$ cat src/core/tccu_pkg.sv
// Function
// - two capture registers latch counter on edge
// - capture registers are read only
// - edge select bit picks rising or falling
// - one capture irq enable for both pins
// - capture sets flag, irq when enabled, unmasked
// - status read then low byte access clears
// - high byte read blocks capture until low
// - capture register keeps most recent value
// - special modes leave only capture two
// - the selected pin edge captures unless inhibited
// - match sets flag, drives level, requests irq
// - compare registers software only, reset 8000h
// - compare pin latch low during reset
// - status read then low compare access clears
// - high compare write suspends matching
// - low compare write re-enables, clears flag
// - pin disabled: no level, flag still set
// - match at value, or value plus one
// - force bit copies level, no flag
// - force bits ignored in special modes
// - mode bit selects one pulse mode
// - counter resets and reloads to FFFCh
// - clock select code three picks external clock
package tccu_pkg;
    localparam logic [7:0] CTRL1_OFS = 8'h00;
    localparam logic [7:0] CTRL2_OFS = 8'h04;
    localparam logic [7:0] STATUS_OFS = 8'h08;
    localparam logic [7:0] CAP1_HI_OFS = 8'h0C;
    localparam logic [7:0] CAP1_LO_OFS = 8'h10;
    localparam logic [7:0] CAP2_HI_OFS = 8'h14;
    localparam logic [7:0] CAP2_LO_OFS = 8'h18;
    localparam logic [7:0] CMP1_HI_OFS = 8'h1C;
    localparam logic [7:0] CMP1_LO_OFS = 8'h20;
    localparam logic [7:0] CMP2_HI_OFS = 8'h24;
    localparam logic [7:0] CMP2_LO_OFS = 8'h28;
    localparam logic [7:0] CNT_HI_OFS = 8'h2C;
    localparam logic [7:0] CNT_LO_OFS = 8'h30;
    localparam logic [15:0] COMPARE_RESET = 16'h8000;
    localparam logic [15:0] COUNTER_RELOAD = 16'hFFFC;
    localparam logic [1:0] CLK_DIV2 = 2'h0;
    localparam logic [1:0] CLK_DIV4 = 2'h1;
    localparam logic [1:0] CLK_DIV8 = 2'h2;
    localparam logic [1:0] CLK_EXT = 2'h3;
    // control one fields
    localparam int C1_CAP_IE = 7;
    localparam int C1_CMP_IE = 6;
    localparam int C1_EDGE1 = 1;
    localparam int C1_LVL1 = 0;
    localparam int C1_LVL2 = 2;
    localparam int C1_FORCE1 = 3;
    localparam int C1_FORCE2 = 4;
    // control two fields
    localparam int C2_PIN_EN1 = 7;
    localparam int C2_PIN_EN2 = 6;
    localparam int C2_ONE_PULSE = 5;
    localparam int C2_PWM = 4;
    localparam int C2_CLK_LO = 2;
    localparam int C2_EDGE2 = 1;
    localparam int C2_EXT_EDGE = 0;
    // status fields
    localparam int ST_CAP1 = 7;
    localparam int ST_CMP1 = 6;
    localparam int ST_CAP2 = 4;
    localparam int ST_CMP2 = 3;
    typedef struct packed {
        logic [1:0] cap_pin;
        logic ext_clk;
    } tccu_pins_s;
endpackage

$ cat src/core/tccu_top.sv
`timescale 1ns/1ps
`default_nettype none
module tccu_top
    import tccu_pkg::*;
(
    input wire logic pclk,
    input wire logic presetn,
    input wire logic psel,
    input wire logic penable,
    input wire logic pwrite,
    input wire logic [7:0] paddr,
    input wire logic [31:0] pwdata,
    output logic [31:0] prdata,
    output logic pready,
    output logic pslverr,
    input wire tccu_pins_s pins,
    input wire logic cpu_irq_mask,
    output logic [1:0] compare_output_pin,
    output logic [1:0] compare_pin_enable,
    output logic timer_irq
);
    ////////////////////////////////////////////////////////////////////
    // bus decode
    logic acc, wr, rd;
    assign acc = psel & penable;
    assign wr = acc & pwrite;
    assign rd = acc & ~pwrite;
    function automatic logic hit(input logic [7:0] a, input logic [7:0] o);
        return a == o;
    endfunction

    logic [7:0] timer_control_one_q, timer_control_two_q;
    logic [15:0] capture_value_q [2];
    logic [15:0] compare_value_q [2];
    logic [15:0] count_q;
    logic [1:0] capture_flag_q, compare_flag_q;
    logic [1:0] cap_armed_q, cmp_armed_q; // status seen with flag set
    logic [1:0] cap_hold_q, cmp_hold_q;
    logic [1:0] sync1_q, sync2_q, prev_q;
    logic ext1_q, ext2_q, extp_q;
    logic [2:0] pre_q;
    logic tick, one_pulse, pwm_mode, special;
    logic [1:0] timer_clock_select;
    assign timer_clock_select = timer_control_two_q[C2_CLK_LO +: 2];
    assign pwm_mode = timer_control_two_q[C2_PWM];
    assign one_pulse = timer_control_two_q[C2_ONE_PULSE] & ~pwm_mode;
    assign special = one_pulse | pwm_mode;

    ////////////////////////////////////////////////////////////////////
    // pin synchronisers, first stage read only by second
    always_ff @(posedge pclk or negedge presetn) begin
        if (!presetn) begin
            sync1_q <= 2'h0;
            sync2_q <= 2'h0;
            prev_q <= 2'h0;
            ext1_q <= 1'h0;
            ext2_q <= 1'h0;
            extp_q <= 1'h0;
        end else begin
            sync1_q <= pins.cap_pin;
            sync2_q <= sync1_q;
            prev_q <= sync2_q;
            ext1_q <= pins.ext_clk;
            ext2_q <= ext1_q;
            extp_q <= ext2_q;
        end
    end

    // external edge select shares the counter clock choice
    logic ext_edge;
    assign ext_edge = timer_control_two_q[C2_EXT_EDGE] ?
        (ext2_q & ~extp_q) : (~ext2_q & extp_q);

    // prescaler tick
    always_ff @(posedge pclk or negedge presetn) begin
        if (!presetn) begin
            pre_q <= 3'h0;
        end else begin
            pre_q <= pre_q + 3'h1;
        end
    end
    always_comb begin
        unique case (timer_clock_select)
            CLK_DIV2: tick = pre_q[0];
            CLK_DIV4: tick = &pre_q[1:0];
            CLK_DIV8: tick = &pre_q;
            CLK_EXT: tick = ext_edge;
        endcase
    end

    // capture edge detection per channel
    logic [1:0] cap_edge, cap_evt, edge_sel;
    assign edge_sel = {timer_control_two_q[C2_EDGE2],
                       timer_control_one_q[C1_EDGE1]};
    always_comb begin
        for (int i = 0; i < 2; i++) begin
            cap_edge[i] = edge_sel[i] ? (sync2_q[i] & ~prev_q[i])
                                      : (~sync2_q[i] & prev_q[i]);
        end
    end
    // channel one capture is lost to the special modes
    assign cap_evt = cap_edge & ~cap_hold_q & {1'b1, ~special};

    // one pulse start: channel one edge restarts the counter
    logic op_start;
    assign op_start = one_pulse & cap_edge[0];

    ////////////////////////////////////////////////////////////////////
    // free-running counter
    always_ff @(posedge pclk or negedge presetn) begin
        if (!presetn) begin
            count_q <= COUNTER_RELOAD;
        end else if (op_start || (wr && hit(paddr, CNT_LO_OFS))) begin
            count_q <= COUNTER_RELOAD;
        end else if (tick) begin
            count_q <= count_q + 16'h0001;
        end
    end

    // capture registers, latched on edge, software cannot write
    always_ff @(posedge pclk or negedge presetn) begin
        if (!presetn) begin
            capture_value_q[0] <= 16'h0000;
            capture_value_q[1] <= 16'h0000;
        end else begin
            for (int i = 0; i < 2; i++) begin
                if (cap_evt[i]) begin
                    capture_value_q[i] <= count_q;
                end
            end
        end
    end

    ////////////////////////////////////////////////////////////////////
    // compare match; slow clocks see the match one count late
    logic [1:0] match;
    logic [15:0] target [2];
    always_comb begin
        for (int i = 0; i < 2; i++) begin
            target[i] = (timer_clock_select == CLK_DIV2) ? compare_value_q[i]
                      : compare_value_q[i] + 16'h0001;
            match[i] = tick && !cmp_hold_q[i]
                       && count_q == target[i];
        end
    end
    // flags are not raised on channel one in one pulse, nor at all in pwm
    logic [1:0] cmp_set;
    assign cmp_set = match & {~pwm_mode, ~special};

    ////////////////////////////////////////////////////////////////////
    // byte access strobes per channel
    logic [1:0] cap_lo_acc, cap_hi_rd, cmp_lo_acc, cmp_lo_wr, cmp_hi_wr;
    logic st_rd;
    assign st_rd = rd & hit(paddr, STATUS_OFS);
    assign cap_lo_acc = {acc & hit(paddr, CAP2_LO_OFS),
                         acc & hit(paddr, CAP1_LO_OFS)};
    assign cap_hi_rd = {rd & hit(paddr, CAP2_HI_OFS),
                        rd & hit(paddr, CAP1_HI_OFS)};
    assign cmp_lo_acc = {acc & hit(paddr, CMP2_LO_OFS),
                         acc & hit(paddr, CMP1_LO_OFS)};
    assign cmp_lo_wr = cmp_lo_acc & {2{pwrite}};
    assign cmp_hi_wr = {wr & hit(paddr, CMP2_HI_OFS),
                        wr & hit(paddr, CMP1_HI_OFS)};

    // capture flag and hold; a new event beats a clear
    always_ff @(posedge pclk or negedge presetn) begin
        if (!presetn) begin
            capture_flag_q <= 2'h0;
            cap_armed_q <= 2'h0;
            cap_hold_q <= 2'h0;
        end else begin
            for (int i = 0; i < 2; i++) begin
                if (cap_evt[i]) begin
                    capture_flag_q[i] <= 1'b1;
                end else if (cap_armed_q[i] && cap_lo_acc[i]) begin
                    capture_flag_q[i] <= 1'b0;
                end
                if (cap_lo_acc[i]) begin
                    cap_armed_q[i] <= 1'b0;
                end else if (st_rd && capture_flag_q[i]) begin
                    cap_armed_q[i] <= 1'b1;
                end
                if (cap_hi_rd[i]) begin
                    cap_hold_q[i] <= 1'b1;
                end else if (cap_lo_acc[i] && !pwrite) begin
                    cap_hold_q[i] <= 1'b0;
                end
            end
        end
    end

    // compare flag and hold
    always_ff @(posedge pclk or negedge presetn) begin
        if (!presetn) begin
            compare_flag_q <= 2'h0;
            cmp_armed_q <= 2'h0;
            cmp_hold_q <= 2'h0;
        end else begin
            for (int i = 0; i < 2; i++) begin
                if (cmp_set[i]) begin
                    compare_flag_q[i] <= 1'b1;
                end else if (cmp_lo_wr[i]
                             || (cmp_armed_q[i] && cmp_lo_acc[i])) begin
                    compare_flag_q[i] <= 1'b0;
                end
                if (cmp_lo_acc[i]) begin
                    cmp_armed_q[i] <= 1'b0;
                end else if (st_rd && compare_flag_q[i]) begin
                    cmp_armed_q[i] <= 1'b1;
                end
                if (cmp_hi_wr[i]) begin
                    cmp_hold_q[i] <= 1'b1;
                end else if (cmp_lo_wr[i]) begin
                    cmp_hold_q[i] <= 1'b0;
                end
            end
        end
    end

    // compare registers, only software writes them
    always_ff @(posedge pclk or negedge presetn) begin
        if (!presetn) begin
            compare_value_q[0] <= COMPARE_RESET;
            compare_value_q[1] <= COMPARE_RESET;
        end else begin
            for (int i = 0; i < 2; i++) begin
                if (cmp_hi_wr[i]) begin
                    compare_value_q[i][15:8] <= pwdata[7:0];
                end
                if (cmp_lo_wr[i]) begin
                    compare_value_q[i][7:0] <= pwdata[7:0];
                end
            end
        end
    end

    // control registers
    always_ff @(posedge pclk or negedge presetn) begin
        if (!presetn) begin
            timer_control_one_q <= 8'h00;
            timer_control_two_q <= 8'h00;
        end else begin
            if (wr && hit(paddr, CTRL1_OFS)) begin
                timer_control_one_q <= pwdata[7:0];
            end
            if (wr && hit(paddr, CTRL2_OFS)) begin
                timer_control_two_q <= pwdata[7:0];
            end
        end
    end

    ////////////////////////////////////////////////////////////////////
    // output latches; force bits act on their write only
    logic [1:0] lvl, force_wr, lvl_wr;
    assign lvl = {timer_control_one_q[C1_LVL2], timer_control_one_q[C1_LVL1]};
    // a forced pin takes the level being written, not the stale one
    assign lvl_wr = {pwdata[C1_LVL2], pwdata[C1_LVL1]};
    assign force_wr = {2{wr && hit(paddr, CTRL1_OFS) && !special}}
                    & {pwdata[C1_FORCE2], pwdata[C1_FORCE1]};
    logic [1:0] pin_en;
    assign pin_en = {timer_control_two_q[C2_PIN_EN2],
                     timer_control_two_q[C2_PIN_EN1]};
    always_ff @(posedge pclk or negedge presetn) begin
        if (!presetn) begin
            compare_output_pin <= 2'h0;
            compare_pin_enable <= 2'h0;
        end else begin
            compare_pin_enable <= pin_en;
            for (int i = 0; i < 2; i++) begin
                if (force_wr[i]) begin
                    compare_output_pin[i] <= lvl_wr[i];
                end else if (i == 0 && op_start) begin
                    compare_output_pin[i] <= lvl[1];
                end else if (match[i] && pin_en[i]
                             && !(i == 1 && special)) begin
                    compare_output_pin[i] <= lvl[i];
                end
            end
        end
    end

    // one interrupt line; pending until mask clears
    always_ff @(posedge pclk or negedge presetn) begin
        if (!presetn) begin
            timer_irq <= 1'b0;
        end else begin
            timer_irq <= !cpu_irq_mask
                && ((timer_control_one_q[C1_CAP_IE] && |capture_flag_q)
                 || (timer_control_one_q[C1_CMP_IE] && |compare_flag_q));
        end
    end

    ////////////////////////////////////////////////////////////////////
    // apb read data, one wait-free access
    logic [7:0] rsel;
    always_comb begin
        rsel = 8'h00;
        unique case (paddr)
            CTRL1_OFS: rsel = timer_control_one_q;
            CTRL2_OFS: rsel = timer_control_two_q;
            STATUS_OFS: begin
                rsel[ST_CAP1] = capture_flag_q[0];
                rsel[ST_CMP1] = compare_flag_q[0];
                rsel[ST_CAP2] = capture_flag_q[1];
                rsel[ST_CMP2] = compare_flag_q[1];
            end
            CAP1_HI_OFS: rsel = capture_value_q[0][15:8];
            CAP1_LO_OFS: rsel = capture_value_q[0][7:0];
            CAP2_HI_OFS: rsel = capture_value_q[1][15:8];
            CAP2_LO_OFS: rsel = capture_value_q[1][7:0];
            CMP1_HI_OFS: rsel = compare_value_q[0][15:8];
            CMP1_LO_OFS: rsel = compare_value_q[0][7:0];
            CMP2_HI_OFS: rsel = compare_value_q[1][15:8];
            CMP2_LO_OFS: rsel = compare_value_q[1][7:0];
            CNT_HI_OFS: rsel = count_q[15:8];
            CNT_LO_OFS: rsel = count_q[7:0];
            default: rsel = 8'h00;
        endcase
    end
    logic mapped;
    assign mapped = paddr <= CNT_LO_OFS && paddr[1:0] == 2'h0;
    always_ff @(posedge pclk or negedge presetn) begin
        if (!presetn) begin
            prdata <= 32'h0000_0000;
            pready <= 1'b0;
            pslverr <= 1'b0;
        end else begin
            pready <= psel & ~penable;
            pslverr <= psel & ~penable & ~mapped;
            prdata <= {24'h000000, rsel};
        end
    end
endmodule
`default_nettype wire

$ cat config.mk
export PLATFORM = sky130hd
export DESIGN_NAME = tccu_top
export DESIGN_NICKNAME = d
export VERILOG_FILES = /design/src/core/tccu_pkg.sv /design/src/core/tccu_top.sv
export SDC_FILE = /design/constraint.sdc
export NUM_CORES = 1
export LEC_CHECK = 0
export BUFFER_PORTS_ARGS = -buffer_cell sky130_fd_sc_hd__buf_2
export CAP_MARGIN = 20
export CORE_MARGIN = 8
export CORE_UTILIZATION = 53
export CTS_CLUSTER_DIAMETER = 60
export DETAILED_ROUTE_END_ITERATION = 12
export GPL_TIMING_DRIVEN = 0
export HOLD_SLACK_MARGIN = 0.12
export PLACE_DENSITY = 0.75
export SYNTH_ARGS = -nofsm -noshare
export SYNTH_HDL_FRONTEND = slang
export SYNTH_SLANG_ARGS = --single-unit
$ cat constraint.sdc
create_clock -name pclk -period 2.28 [get_ports pclk]
set_input_delay 0.456 -clock pclk [delete_from_list [all_inputs] [get_ports pclk]]
set_output_delay 0.456 -clock pclk [all_outputs]
set_load 0.03 [all_outputs]
==> results of run 1 <==
state kept, by name, summed over array words and instances (netlist names), 3 cells and up:
| signal | flops |
|---|---|
| timer_control_two_q | 8 |
| compare_value_q | 32 |
| pre_q | 3 |
| prdata | 8 |
| count_q | 16 |
| capture_value_q | 32 |
| timer_control_one_q | 8 |
Yosys cell counts, drive strengths merged, types with 12 or more instances:
cell type | number | area [µm²]
o21ai | 19 | 95.1
mux2 | 79 | 890
clkbuf | 26 | 97.6
a221oi | 20 | 175
nand2 | 50 | 188
dfstp | 16 | 420
xor2 | 20 | 175
dfrtp | 119 | 2980
nor2 | 31 | 119
nand3 | 28 | 140
xnor2 | 32 | 280
a22oi | 12 | 90.1
a22o | 18 | 158
buf | 41 | 289
a21oi | 19 | 95.1
worst max-delay path, stage by stage, from the launching register on:
cell and delay (ps):
dfrtp_1 400, buf_6 140, buf_12 130, o211a_1 240, buf_6 140, a22o_1 210
a211oi_2 180, o22ai_1 110, or4_4 450, or3_1 310, a31oi_1 170
how the worst max path moves through the flow:
stage	start	end	slack [ps]	cells after the start
after floorplan	compare_value_q[0]	compare_output_pin[1]	-40	9
after global placement	presetn	compare_pin_enable[1]	-970	1
after detailed placement	paddr[3]	count_q[5]	-900	7
after CTS	timer_control_two_q[2]	compare_output_pin[1]	-240	10
after global routing	timer_control_two_q[2]	compare_output_pin[1]	-330	10
final	timer_control_two_q[2]	compare_output_pin[1]	-270	10
metrics by stage:
step	area (µm²)	cells	total power [W]
finish	9010	984	0.00758
global route	9010	984	0.00782
CTS	8960	982	0.00751
detailed placement	7890	924	0.00436
global placement	7860	923	0.00429
floorplan	7430	704	0.00386
metal layers:
metal,global-route usage [%],wire [µm],vias to the layer above
met2,40.4,10800,397
met5,0,0,-
li1,-,-,2708
met1,34.1,9440,3146
met3,7.38,2410,88
met4,13.2,1070,0
cells by family (layout without fill, tap and decap cells):
family	Yosys count	after routing	share of synthesized area [%]
buf+inv	72	172	5.53
simple gates	186	186	13.3
flops	135	135	46.3
compound gates	147	147	15.1
mux	83	83	12.7
xor+xnor	52	52	6.21
other cells	1	24	0.0511
fa+ha+maj	5	5	0.853
power by group:
part | internal (W) | total, W | switching, W | leakage [nW]
Clock | 0.00195 | 0.00302 | 0.00107 | 0.313
Sequential | 0.00274 | 0.00311 | 0.000374 | 1.73
Combinational | 0.000640 | 0.00144 | 0.000805 | 2.11
Total | 0.00533 | 0.00758 | 0.00225 | 4.15
final cells by class:
class / count / share of cell area, %
Timing Repair Buffer: 77 / 5.83
Multi-Input combinational cell: 497 / 42.0
Sequential cell: 135 / 37.8
Inverter: 5 / 0.208
Clock inverter: 10 / 1.85
Buffer: 58 / 4.40
Tap cell: 180 / 2.50
Clock buffer: 22 / 5.37
what timing repair did:
| item | CTS | global route |
|---|---|---|
| cloned | 0 | 0 |
| pin swaps | 9 | 7 |
| setup endpoints to repair | 41 | 40 |
| endpoints found under the hold margin | 31 | 0 |
| setup buffers | 33 | 3 |
| resized for setup | 50 | 14 |
| hold buffers | 1 | 0 |
==> impl_results.md, run 1 <==
- Die area: between 15000 and 20000 µm²
- Setup ws final: -275 ps
- LEAKAGE: 4.15 nW
- Netlist cell types: 66
- DP Worst Slack: -896 ps
- CP arrival: 2890 ps
- Post-route DRC: 0
- Vias per inst: roughly 6.4
- First-pass GRT wire length: roughly 36000 µm
- Layout Utilization: about two thirds
- Fillers: around 1100
- Most frequent cells in the layout: dfrtp_1, mux2_2, buf_4
- Max-slew violations: 0
- Register area: about 3400 µm²
- Vias in the first global route: between 6000 and 7000
- RR Endpoint: compare_output_pin[1]
- Number of synthesized register bits: between 100 and 150
- Clock buffer count from CTS: 17
- Htree depth: 4
- Grt total ovfl: 0
- DRT iter0 DRCs: just under 800
- Port Buf Inserts: 39
- PD cells: between 800 and 900 nW/µm²
- I/O Pins: 88
- N_diodes: 0
- Largest net degree at the start of global routing: a little under 100
- Crit Path Class: register to register
- Final WL: about 24000 µm
- Clk Latency, worst-skew pair: roughly 420 ps
- Failing checks: negative setup slack
- Vias: between 6000 and 7000
- Critical Path RT: ~2600 ps
- Final Hold Viols: 0
- Hold slack: 142 ps
- R2R cell count: 10
- Hold Path Sink: sync1_q[1]
- P&R area growth vs syn: 22.9%
- Syn Area/Cell: 10.8 µm²
- Num rows: 43
- Die W: 134 µm
- Fin crit period: 2550 ps
- Global-route usage over all layers: approximately a quarter
- Syn Inst Count: between 600 and 700
- Max-Cap Viols: 0
- Clock skew: between 8 and 9 ps
- Clk buf depth: 2
- Drt wl/cell: 24.1 µm
- Max-slew headroom: 42.3%
- Post-synthesis sequential area ratio: around 46%
- Routability cong.: around 0.99
- Die Y: around 130 µm
- Maximum clock rate: approximately 0.39 GHz
- Most common cell after layout, fill and taps aside: dfrtp_1
- Syn Std Cell Area: approximately 7300 µm²
- Initial Utilization: around 53%
- Nets: about 850
- Hold Path Stages: 1
- CP Launch Type: register
- Drt pass-1 iters: 9
- Detail Placement HPWL: approximately 16000 µm
- Async S/R FF share, synth: 100%
- Worst slew pin tran: ~860 ps
- Root buf cell: clkbuf_16
- Core footprint: ~14000 µm²
- Clk sinks: roughly 140
- # setup viols final: 4
- Unrepaired setup endpoints after global routing: true
- Reg clk slew, reported paths: approximately 60 ps
- Peak VDD IR: 783 µV
- Hold Crit Class: primary input to register
- EDFF count, synth: 0
- Status: finished, violations left
- R2r startpoint: timer_control_two_q[2]
- Antenna Violating Nets Remaining: 0
- Critical path fanouts, max: 8
- Area of the multi-input gates: about 3800 µm²
- Final period utilization: 112%
- Yosys warning count: 0
- Initial antenna violation count: 0
- CTS tree: yes
- Ys flop type: dfrtp_1
- Reg2reg setup slack: -270 ps
- Setup TNS: -823 ps
- Layout cells sized above 1: 35.8%
- Hold_sp: pins[2]
- Crit end category: register
No activity file was read; power rests on OpenSTA's default activity.
==> run 2, diff against run 1 <==
--- a/config.mk
+++ b/config.mk
@@ -8,12 +8,13 @@
 export BUFFER_PORTS_ARGS = -buffer_cell sky130_fd_sc_hd__buf_2
 export CAP_MARGIN = 20
 export CORE_MARGIN = 8
-export CORE_UTILIZATION = 53
+export CORE_UTILIZATION = 55
+export CTS_BUF_LIST = sky130_fd_sc_hd__clkbuf_2 sky130_fd_sc_hd__clkbuf_4 sky130_fd_sc_hd__clkbuf_8
 export CTS_CLUSTER_DIAMETER = 60
 export DETAILED_ROUTE_END_ITERATION = 12
 export GPL_TIMING_DRIVEN = 0
 export HOLD_SLACK_MARGIN = 0.12
-export PLACE_DENSITY = 0.75
+export PLACE_DENSITY = 0.77
 export SYNTH_ARGS = -nofsm -noshare
 export SYNTH_HDL_FRONTEND = slang
 export SYNTH_SLANG_ARGS = --single-unit
==> run 2 against run 1 <==
Compared with the run above:
- the run still ends with negative setup slack left
- hold slack better by 7.3 ps
- cell area is 2.5% lower
- global-route usage is 0.16 points higher
- fmax is 0.38% lower
- die area is 3.2% lower
- sequential share of layout area is 0.90 points higher
- cell count is 1.0% lower
- critical endpoint unchanged
- largest cell class unchanged
- largest power group unchanged
- highest routed layer unchanged
==> impl_results.md, run 2 (synthesis gave the netlist of run 1 again) <==
- First-pass GRT wire length: around 36000 µm
- Detail Placement HPWL: around 16000 µm
- I/O Pins: 88
- Vias: 6233
- Failing checks: negative setup slack
- Met2 WL: 10300 µm
- Largest net degree at the start of global routing: 96
- CP Launch Type: register
- Setup ws final: -285 ps
- Grt total ovfl: 0
- Drt pass-1 iters: 7
- Crit Path Class: register to register
- Clock buffer count from CTS: 17
- Worst slew pin tran: between 800 and 900 ps
- Top flop regs: capture_value_q x32, compare_value_q x32, count_q x16
- P&R area growth vs syn: 19.8%
- Hold Crit Class: primary input to register
- Reg clk slew, reported paths: 80 ps
- Die W: roughly 130 µm
- Unrepaired setup endpoints after global routing: true
- Status: finished, violations left
- Clk Latency, worst-skew pair: 450 ps
- Max-slew violations: 0
- Critical Path RT: 2640 ps
- CP arrival: around 2900 ps
- Die area: around 17000 µm²
- Drt wl/cell: around 24 µm
- Final WL: ~23000 µm
- Root buf cell: clkbuf_8
- Final period utilization: 112%
- # setup viols final: 4
- Peak VDD IR: approximately 670 µV
- Clock skew: between 10 and 15 ps
- Die Y: around 130 µm
- Most frequent cells in the layout: dfrtp_1, mux2_2, nand2_1, buf_4, buf_2
- Port Buf Inserts: 39
- Max-Cap Viols: 0
- PD cells: ~760 nW/µm²
- Nets: roughly 840
- Max Used Layer: met4
- Most common cell after layout, fill and taps aside: dfrtp_1
- Num rows: 42
- DRT iter0 DRCs: around 680
- Vias per inst: 6.40
- Htree depth: 4
- Vias in the first global route: about 6300
- Maximum clock rate: 0.390 GHz
- Met3 routed WL: 2350 µm
- CTS tree: yes
- Initial antenna violation count: 0
- N_diodes: 0
- LEAKAGE: 4.02 nW
- Core footprint: ~13000 µm²
- Met1 WL: 9120 µm
- Total power: approximately 0.0066 W
- Antenna Violating Nets Remaining: 0
- Post-route DRC: 0
- Global-route usage over all layers: a little over a quarter
- Max-slew headroom: 43.6%
- Crit end category: register
- Layout cells sized above 1: around 35%
- Critical path fanouts, max: 8
- Clk sinks: approximately 140
- Final Hold Viols: 0
- Setup TNS: -764 ps
- Initial Utilization: 55.8%
- Clk buf depth: 2
- Routability cong.: about 0.96
- Fin crit period: between 2000 and 3000 ps
## run 2: what timing repair did
item,4_1_cts,5_1_grt
endpoints found under the setup margin,47,28
setup buffers,18,10
resized for setup,35,36
endpoints found under the hold margin,37,0
gates cloned,0,0
pin swaps,11,16
hold buffers,4,0
## run 2: critical path, cell delays in order (launching register included)
cell and delay, ps:
dfrtp_1 400, buf_6 140, buf_6 120, o211a_1 250, buf_6 140, a22o_1 190, a211oi_2 190, o22ai_1 120
or4_4 460, or3_1 310, a31oi_1 170
## run 2: area by class of cell
| class | instances | area, µm² |
|---|---|---|
| clock inverter | 8 | 125 |
| buffer | 57 | 372 |
| sequential | 135 | 3410 |
| clock buffer | 24 | 293 |
| fill | 1025 | 4350 |
| timing repair buffer | 72 | 494 |
| inverter | 5 | 18.8 |
| tap | 176 | 220 |
| multi-input combinational | 497 | 3860 |
## run 2: path summary, 6_finish.rpt
kind                                             start                    end  slack, ps  cells past startpoint
worst min-delay path                      cpu_irq_mask              timer_irq        150                      2
min in group asynchronous                      presetn    compare_value_q[25]        480                      2
worst max-delay path            timer_control_two_q[2]  compare_output_pin[1]       -280                     10
max in group asynchronous                      presetn    compare_value_q[31]        980                      3
worst max register to register  timer_control_two_q[2]  compare_output_pin[1]       -280                     10
worst min register to register                  ext1_q                 ext2_q        350                      0
## run 2: metrics by stage
stage | util [%] | hold slack, ps | cell area (µm²) | setup slack [ps] | instances
after floorplan | - | 160 | 7430 | -43.4 | 704
after global routing | 66.9 | 158 | 8790 | -424 | 974
final | 66.9 | 150 | 8790 | -285 | 974
after global placement | 59.8 | 335 | 7850 | -973 | 919
after detailed placement | 60.0 | 337 | 7880 | -862 | 920
after CTS | 65.4 | 138 | 8590 | -340 | 967
## run 2: power breakdown
group          switching, W  leakage, nW  internal [W]  total (W)
Clock              0.000915        0.216       0.00118    0.00210
Sequential         0.000364         1.73       0.00273    0.00309
Combinational      0.000813         2.08      0.000634    0.00145
## run 2: per-layer routing
metal	track usage [%]	up-vias
li1	-	2694
met3	8.04	82
met5	0	-
met2	39.7	372
met4	17.7	0
met1	33.1	3085
